[src/rtl/pp_port_pkg.sv]
// Shared constants and carrier types for the parallel programming port
package pp_port_pkg;

  // Pin group widths
  localparam int unsigned ADDR_PIN_W = 11;
  localparam int unsigned DATA_W = 8;
  localparam int unsigned ROW_W = 8;
  localparam int unsigned FULL_ADDR_W = ROW_W + ADDR_PIN_W;

  // Number of pin bits that pass the synchroniser
  localparam int unsigned SYNC_W = ADDR_PIN_W + DATA_W + 5;

  // Block number field within the full address
  localparam int unsigned BLOCK_LSB = 16;
  localparam int unsigned BLOCK_W = 3;
  localparam logic [BLOCK_W-1:0] TOP_BLOCK = 3'h7;

  // Values after reset
  localparam logic [ADDR_PIN_W-1:0] ADDR_PIN_RST = 11'h000;
  localparam logic [DATA_W-1:0] DATA_RST = 8'h00;
  localparam logic [FULL_ADDR_W-1:0] FULL_ADDR_RST = 19'h00000;

  // Write cycle tracking states
  typedef enum logic [1:0] {
    WR_IDLE = 2'b01,
    WR_LOW = 2'b10
  } wr_state_t;

  // Program request handed to the memory core
  typedef struct packed {
    logic [FULL_ADDR_W-1:0] addr;
    logic [DATA_W-1:0] data;
  } prog_req_t;

endpackage

[src/rtl/pin_sync.sv]
// Two-stage synchroniser for a group of asynchronous pins
`timescale 1ns/1ps
module pin_sync #(
  parameter int unsigned W = 1,
  parameter logic [W-1:0] RST_VAL = '0
) (
  // Clock and reset
  input wire logic mclk_i,
  input wire logic rstn_i,
  // Asynchronous pins and their synchronised copy
  input wire logic [W-1:0] async_i,
  output logic [W-1:0] sync_o
);

  // First stage, read only by the second stage
  logic [W-1:0] meta_ff;

  // Two flip-flops in series
  always_ff @(posedge mclk_i or negedge rstn_i) begin
    if (!rstn_i) begin
      meta_ff <= RST_VAL;
      sync_o <= RST_VAL;
    end else begin
      meta_ff <= async_i;
      sync_o <= meta_ff;
    end
  end

endmodule

[src/rtl/pp_port_write_protect.sv]
// Parallel programming port with multiplexed address and hardware write protect
//
// Overview of operation
// - Top boot lock low refuses top-block programs
// - Top boot lock high lifts top protection
// - Write-protect low blocks all but top block
// - Row/column select chooses row or column half
// - Address pins latched into row/column latches
// - Data lines out on read, in on write
// - Output enable high leaves data lines undriven
// - Drivers follow output enable low three clocks late, and stay on three clocks after it rises
`timescale 1ns/1ps
module pp_port_write_protect (
  // Clock and reset
  input wire logic mclk_i,
  input wire logic rstn_i,
  // Multiplexed address pins and strobes
  input wire logic [pp_port_pkg::ADDR_PIN_W-1:0] mux_addr_pins_i,
  input wire logic row_col_sel_i,
  input wire logic out_en_n_i,
  input wire logic wr_en_n_i,
  // Hardware write protect pins
  input wire logic top_boot_lock_n_i,
  input wire logic gen_wp_n_i,
  // Two-way data pins
  input wire logic [pp_port_pkg::DATA_W-1:0] byte_data_lines_i,
  output logic [pp_port_pkg::DATA_W-1:0] byte_data_lines_o,
  output logic byte_data_lines_oe_o,
  // Memory core read side
  output logic [pp_port_pkg::FULL_ADDR_W-1:0] rd_addr_o,
  input wire logic [pp_port_pkg::DATA_W-1:0] rd_data_i,
  // Memory core program side
  output logic prog_valid_o,
  output pp_port_pkg::prog_req_t prog_req_o,
  output logic prog_refused_o
);

  import pp_port_pkg::*;

  // Synchronised pin copies
  logic [SYNC_W-1:0] pins_async;
  logic [SYNC_W-1:0] pins_sync;
  logic [ADDR_PIN_W-1:0] addr_s;
  logic [DATA_W-1:0] data_s;
  logic rc_s;
  logic oe_n_s;
  logic we_n_s;
  logic tbl_n_s;
  logic wp_n_s;

  // Previous strobe levels for edge detection
  logic rc_prev_ff;
  logic we_prev_ff;

  // Address latches
  logic [ADDR_PIN_W-1:0] row_ff;
  logic [ADDR_PIN_W-1:0] col_ff;
  logic [FULL_ADDR_W-1:0] full_addr;

  // Write cycle state and held write address
  wr_state_t wr_state_ff;
  wr_state_t nxt_wr_state;
  logic [FULL_ADDR_W-1:0] wr_addr_ff;

  // Protection decision for the held write address
  logic top_hit;
  logic blocked;

  // Strobe edges
  logic rc_fall;
  logic rc_rise;
  logic we_fall;
  logic we_rise;

  // Gather all pins for one synchroniser; strobes idle high at reset
  assign pins_async = {mux_addr_pins_i, byte_data_lines_i, row_col_sel_i,
                       out_en_n_i, wr_en_n_i, top_boot_lock_n_i, gen_wp_n_i};

  // Every pin passes two flip-flops before use
  pin_sync #(
    .W(SYNC_W),
    .RST_VAL({ADDR_PIN_RST, DATA_RST, 5'h1F})
  ) u_pin_sync (
    .mclk_i(mclk_i),
    .rstn_i(rstn_i),
    .async_i(pins_async),
    .sync_o(pins_sync)
  );

  // Split the synchronised vector
  assign {addr_s, data_s, rc_s, oe_n_s, we_n_s, tbl_n_s, wp_n_s} = pins_sync;

  // Edges of the select and write strobes
  assign rc_fall = rc_prev_ff & ~rc_s;
  assign rc_rise = ~rc_prev_ff & rc_s;
  assign we_fall = we_prev_ff & ~we_n_s;
  assign we_rise = ~we_prev_ff & we_n_s;

  // Full address: low row bits above the column half
  assign full_addr = {row_ff[ROW_W-1:0], col_ff};

  // Strobe history
  always_ff @(posedge mclk_i or negedge rstn_i) begin
    if (!rstn_i) begin
      rc_prev_ff <= 1'b1;
      we_prev_ff <= 1'b1;
    end else begin
      rc_prev_ff <= rc_s;
      we_prev_ff <= we_n_s;
    end
  end

  // Row and column latches
  always_ff @(posedge mclk_i or negedge rstn_i) begin
    if (!rstn_i) begin
      row_ff <= ADDR_PIN_RST;
      col_ff <= ADDR_PIN_RST;
    end else begin
      if (rc_fall) begin
        // Select driven low: pins carry the row half
        row_ff <= addr_s;
      end
      if (rc_rise) begin
        // Select driven high: pins carry the column half
        col_ff <= addr_s;
      end
    end
  end

  // Read address presented to the core
  always_ff @(posedge mclk_i or negedge rstn_i) begin
    if (!rstn_i) begin
      rd_addr_o <= FULL_ADDR_RST;
    end else begin
      rd_addr_o <= full_addr;
    end
  end

  // Next write state
  always_comb begin
    nxt_wr_state = wr_state_ff;
    case (wr_state_ff)
      WR_IDLE: begin
        if (we_fall) begin
          nxt_wr_state = WR_LOW;
        end
      end
      WR_LOW: begin
        // Rising strobe closes the write
        if (we_rise) begin
          nxt_wr_state = WR_IDLE;
        end
      end
      default: begin
        nxt_wr_state = WR_IDLE;
      end
    endcase
  end

  // Write state register
  always_ff @(posedge mclk_i or negedge rstn_i) begin
    if (!rstn_i) begin
      wr_state_ff <= WR_IDLE;
    end else begin
      wr_state_ff <= nxt_wr_state;
    end
  end

  // Hold the address while the write strobe is low
  always_ff @(posedge mclk_i or negedge rstn_i) begin
    if (!rstn_i) begin
      wr_addr_ff <= FULL_ADDR_RST;
    end else if (wr_state_ff == WR_IDLE && we_fall) begin
      wr_addr_ff <= full_addr;
    end
  end

  // Region check for the held address
  assign top_hit = (wr_addr_ff[BLOCK_LSB +: BLOCK_W] == TOP_BLOCK);
  assign blocked = top_hit ? ~tbl_n_s : ~wp_n_s;

  // Program request or refusal at the end of the write pulse
  always_ff @(posedge mclk_i or negedge rstn_i) begin
    if (!rstn_i) begin
      prog_valid_o <= 1'b0;
      prog_refused_o <= 1'b0;
      prog_req_o <= '0;
    end else begin
      prog_valid_o <= 1'b0;
      prog_refused_o <= 1'b0;
      if (wr_state_ff == WR_LOW && we_rise) begin
        prog_req_o.addr <= wr_addr_ff;
        prog_req_o.data <= data_s;
        if (blocked) begin
          // Protected region: drop the program and flag it
          prog_refused_o <= 1'b1;
        end else begin
          prog_valid_o <= 1'b1;
        end
      end
    end
  end

  // Data line drivers
  always_ff @(posedge mclk_i or negedge rstn_i) begin
    if (!rstn_i) begin
      byte_data_lines_o <= DATA_RST;
      byte_data_lines_oe_o <= 1'b0;
    end else begin
      byte_data_lines_oe_o <= ~oe_n_s;
      byte_data_lines_o <= rd_data_i;
    end
  end

endmodule
[config.mk]
export PLATFORM = sky130hd
export DESIGN_NAME = pp_port_write_protect
export DESIGN_NICKNAME = d
export VERILOG_FILES = /design/src/rtl/pp_port_pkg.sv /design/src/rtl/pin_sync.sv /design/src/rtl/pp_port_write_protect.sv
export SDC_FILE = /design/constraint.sdc
export NUM_CORES = 1
export LEC_CHECK = 0
export BUFFER_PORTS_ARGS = -buffer_cell sky130_fd_sc_hd__buf_2
export CAP_MARGIN = 20
export CORE_UTILIZATION = 45
export CTS_CLUSTER_DIAMETER = 120
export DETAILED_ROUTE_END_ITERATION = 6
export PLACE_DENSITY = 0.7
export REMOVE_ABC_BUFFERS = 1
export SYNTH_ARGS = -nofsm -noshare
export SYNTH_HDL_FRONTEND = slang
export SYNTH_SLANG_ARGS = --single-unit
export TNS_END_PERCENT = 10
[constraint.sdc]
create_clock -name mclk_i -period 1.5 [get_ports mclk_i]
set_input_delay 0 -clock mclk_i [delete_from_list [all_inputs] [get_ports mclk_i]]
set_output_delay 0 -clock mclk_i [all_outputs]
set_load 0.02 [all_outputs]
* Word-level counts from Yosys, hierarchy flattened
Cells that the tools add are included.
** Storage, ports and cells
- Register bits :: 147
- Output and inout port bits :: 57
- Logic and storage cells :: 42
** Cells by class
- Equal/unequal tests :: 5
- Mux-type cells :: 8
- Bitwise logic cells :: 11
- Reduce and logical (&&, ||, !) cells :: 3
** Operators by type and width (count)
- 1-bit NOT :: 7
- 1-bit 2-to-1 mux :: 5
- 1-bit AND :: 4
- 2-bit 2-to-1 mux :: 2
- 2-bit inequality test, second input constant :: 2
- 2-bit one-hot mux with 2 select lines :: 1
- 3-bit == test, second input constant :: 1
- 2-bit by 1-bit == test with 1-bit output, second input constant :: 1
- 2-bit == test, second input constant :: 1
- 1-bit logical AND :: 2
- 2-bit AND reduction :: 1

* Logic depth before layout (Yosys ltp)
- Depth in word-level cells :: 4
- Gate-level depth with buffers :: 5
- Depth with buffers taken out :: 3

* By module
Synthesis repeated with hierarchy kept, for this count alone.
** Unflattened totals
- Cell total of the unflattened synthesis :: 250
- Area, all modules :: 4643.2 sq um
** Modules (own cells, without submodules)
- pp_port_write_protect :: instances 1, cells an instance 202, area an instance 3429.5 sq um, seq. area each 2481.1 sq um
- pin_sync :: instances 1, cells an instance 48, area an instance 1213.7 sq um, seq. area each 1213.7 sq um

* Worst setup path after synthesis
No wires, ideal clock.
- Path type :: reg-to-reg
- Start point :: register wr_state_ff[0]
- End point :: register wr_addr_ff[10]
- Setup time :: 0.125 ns
- Arrival time :: 1.439 ns
- Data required time :: 1.375 ns
- Setup slack :: -0.063 ns
- Stages on the path, launching flop included :: 6
- Buffers on the path :: 2
- Clock period less this slack :: 1.563 ns
- Cell sequence :: dfstp_2 nor3b_1 and2_1 buf_6 buf_8 mux2_2
** On the way
- Cells in the longest elaborated chain, start to end :: 2
** RTL lines
- start, declared :: RTL line pp_port_write_protect.sv:61 : wr_state_t wr_state_ff;
- start signal, assigned :: RTL line pp_port_write_protect.sv:165 : wr_state_ff <= nxt_wr_state;
- 2-bit by 1-bit == test with 1-bit output :: RTL line pp_port_write_protect.sv:173 : end else if (wr_state_ff == WR_IDLE && we_fall) begin
- 1-bit logical AND :: RTL line pp_port_write_protect.sv:173
- end signal, assigned :: RTL line pp_port_write_protect.sv:174 : wr_addr_ff <= full_addr;
- end, declared :: RTL line pp_port_write_protect.sv:63 : logic [FULL_ADDR_W-1:0] wr_addr_ff;
Every way passes these cells.
A chain may end at the register's enable or synchronous reset.

* Worst setup path in the final report
- Start point :: register wr_state_ff[0]
- End point :: register wr_addr_ff[16]
The elaborated chain is that of the path after synthesis.

==> reports/summary.txt <==
Hold Path Stages: 2
Final Skew: 0.007846 ns
FMAX: 652.4 MHz
Mapped Area: 4603 sq um
CTS buffer count: 17
setup ws final: -0.03278 ns
Final setup viols: 25
H-tree depth: 4
drt drc: 0
asr flop ratio synth: 1.000
Die W: 103.1 um
Iteration-0 DRC Markers: 46
Worst path slowest cell: dfstp_2
sequential fraction of the synthesis area: 0.8027
slowest cell delay on critical path: 0.54 ns
Synth Warn #: 0
largest family of logic cells by synthesized area: multiplexers
# diodes: 0
Area contributors post-synth: dfrtp_1 (73%), mux2_2 (16%), dfstp_2 (7.4%)
Worst-path clk slew: 0.06 ns
Initial Util: 0.4666
post-route insts no fill: 538
post-synthesis adder-cell area fraction: 0
commonest non-fill, non-tap cell in the layout: dfrtp_1
layout cells sized above 1: 0.5605
vias in the first global route: 2540
DR vias/cell: 4.533
Tcrit/Tclk final: 1.022
CP Class: reg -> reg
Num Clock Sinks: 147
Routed Antenna Nets: 0
Worst-Skew Late Latency: 0.52 ns
Synth Instances: 234
# rows: 36
Register-to-Register Path Depth: 4
Compound-Gate Fraction of Synth Area: 0.003805
LEAKAGE: 3.069 nW
first-pass GRT wire length: 12300 um
1st-pass router iterations: 4
max-cap viol count: 0
DIE AREA: 10640 sq um
Synth top area share: 0.7285
area grow syn2layout: 38.95%
CP Max Fanout: 13
HPWL Detailed: 4875 um
Power Total: 0.01050 W
RSZ-0062 raised after global routing: true
CP cell instances: nor3b_4, and2_4, buf_12, mux2_2
Root Buffer: clkbuf_8
Unique masters post-synth: 19
Critical Path AT: 1.93 ns
failing checks: negative setup slack
relative slew slack: 0.7523
CP endpoint kind: flop
largest net degree at the start of global routing: 40
min Tclk post-route: 1.533 ns
VDD IR max: 887.3 uV
syn avg cell area: 19.67 sq um
antenna violations before repair: 0
TritonCTS clock tree: yes
routability cong.: 0.6908
total global routing overflow: 0
Die H: 103.1 um
Clock Tree Buf Depth: 2
port bufs: 90
multiplexer area fraction after synthesis: 0.1612
routed wire length per instance: 14.77 um
Power Density: 1641 nW/um^2
xor and xnor fraction of the mapped netlist area: 0
WP data required: 1.90 ns
total track usage: 0.1639
Synth Register Bits: 147
DR vias: 2439
routed wire length: 7947 um
Simple-Gate Fraction of Synth Area: 0.01658
Hold/Removal Path Class: in -> reg
commonest non-fill, non-tap cells in the layout: dfrtp_1 (133), buf_2 (89), mux2_2 (48), dlygate4sd3_1 (34), mux2_4 (17)
startpoint types: flop
Worst Max-Slew Pin Slew: 0.3716 ns
cell taking the most area after synthesis: dfrtp_1
nets: 426
Setup TNS: -0.4417 ns
Final Hold Vio Count: 0
core area: 9864 sq um
IO Pins: 91
Finished Cell Area: 6396 sq um
commonest register cell after synthesis: dfrtp_1
placed cells: 468
pins over their slew limit: 0
status: complete, but fails checks
Area after DPL: 5336 sq um
Post-synth EDFFs: 0
worst paths after layout:
check	startpoint	endpoint	slack, ns
setup / recovery	wr_state_ff[0]	wr_addr_ff[16]	-0.03
hold / removal	mux_addr_pins_i[3]	u_pin_sync.meta_ff[16]	0.12
setup reg to reg	wr_state_ff[0]	wr_addr_ff[16]	-0.03
hold reg to reg	u_pin_sync.meta_ff[11]	u_pin_sync.sync_o[11]	0.35
max in group asynchronous	rstn_i	rc_prev_ff	0.40
min in group asynchronous	rstn_i	wr_addr_ff[8]	0.49
worst max-delay path, delay by kind of cell, from the launching register on:
family / cells / cell delay [ns]
multiplexers: 1 / 0.34
flip-flops: 1 / 0.54
AND/OR/NAND/NOR: 2 / 0.38
buffers and inverters: 1 / 0.15
where the power goes:
part / leakage, nW / internal [W] / switching, W
combinational: 1.04 / 0.000769 / 0.000736
clock: 0.275 / 0.00251 / 0.00157
sequential: 1.76 / 0.00460 / 0.000320
flip-flops by register name, summed over array words and instances, names as in the netlist, 2 cells and up:
signal,cells
col_ff,11
row_ff,8
u_pin_sync.sync_o,24
wr_state_ff,2
byte_data_lines_o,8
rd_addr_o,19
u_pin_sync.meta_ff,24
wr_addr_ff,19
prog_req_o,27
layer usage:
layer / global-route usage / vias to the layer above / part of all wire
met5: 0 / - / 0
met4: 0.07476 / 0 / 0.018
met3: 0.05966 / 13 / 0.047
met2: 0.2508 / 73 / 0.49
met1: 0.2104 / 1247 / 0.45
li1: - / 1106 / -
cell families after synthesis:
group | count (synthesis)
compound gates | 3
buf+inv | 8
flops | 147
mux | 66
simple gates | 10
cells in the mapped netlist, drive strengths merged (2+ instances only):
cell / n
dfstp: 13
nand2b: 2
buf: 6
o21ai: 2
mux2: 65
dfrtp: 134
nor3b: 2
nor2b: 3
and2: 2
stage by stage:
stage            util  setup slack, ns  hold slack [ns]
2_1_floorplan       -          -0.7235          -0.2956
3_3_place_gp   0.5410         -0.04854         -0.07215
3_5_place_dp   0.5410          -0.1084         -0.07560
4_1_cts        0.6362         -0.01947          0.08830
5_1_grt        0.6484         -0.06928          0.09427
6_report       0.6484         -0.03278           0.1183
final cells by class:
cell class | instances | area [sq um]
Clock buffer | 17 | 414.1
Clock inverter | 15 | 166.4
Fill cell | 701 | 3468
Inverter | 1 | 3.754
Multi-Input combinational cell | 79 | 919.6
Sequential cell | 147 | 3696
Tap cell | 133 | 166.4
Timing Repair Buffer | 146 | 1030
timing repair:
item / CTS / global route
setup endpoints to repair: 26 / 46
buffers inserted: 0 / 2
resized for setup: 5 / 26
gates cloned: 0 / 2
endpoints found under the hold margin: 179 / 0
pin swaps: 1 / 0
hold buffers: 34 / 0
No activity file was read; power rests on OpenSTA's default activity.
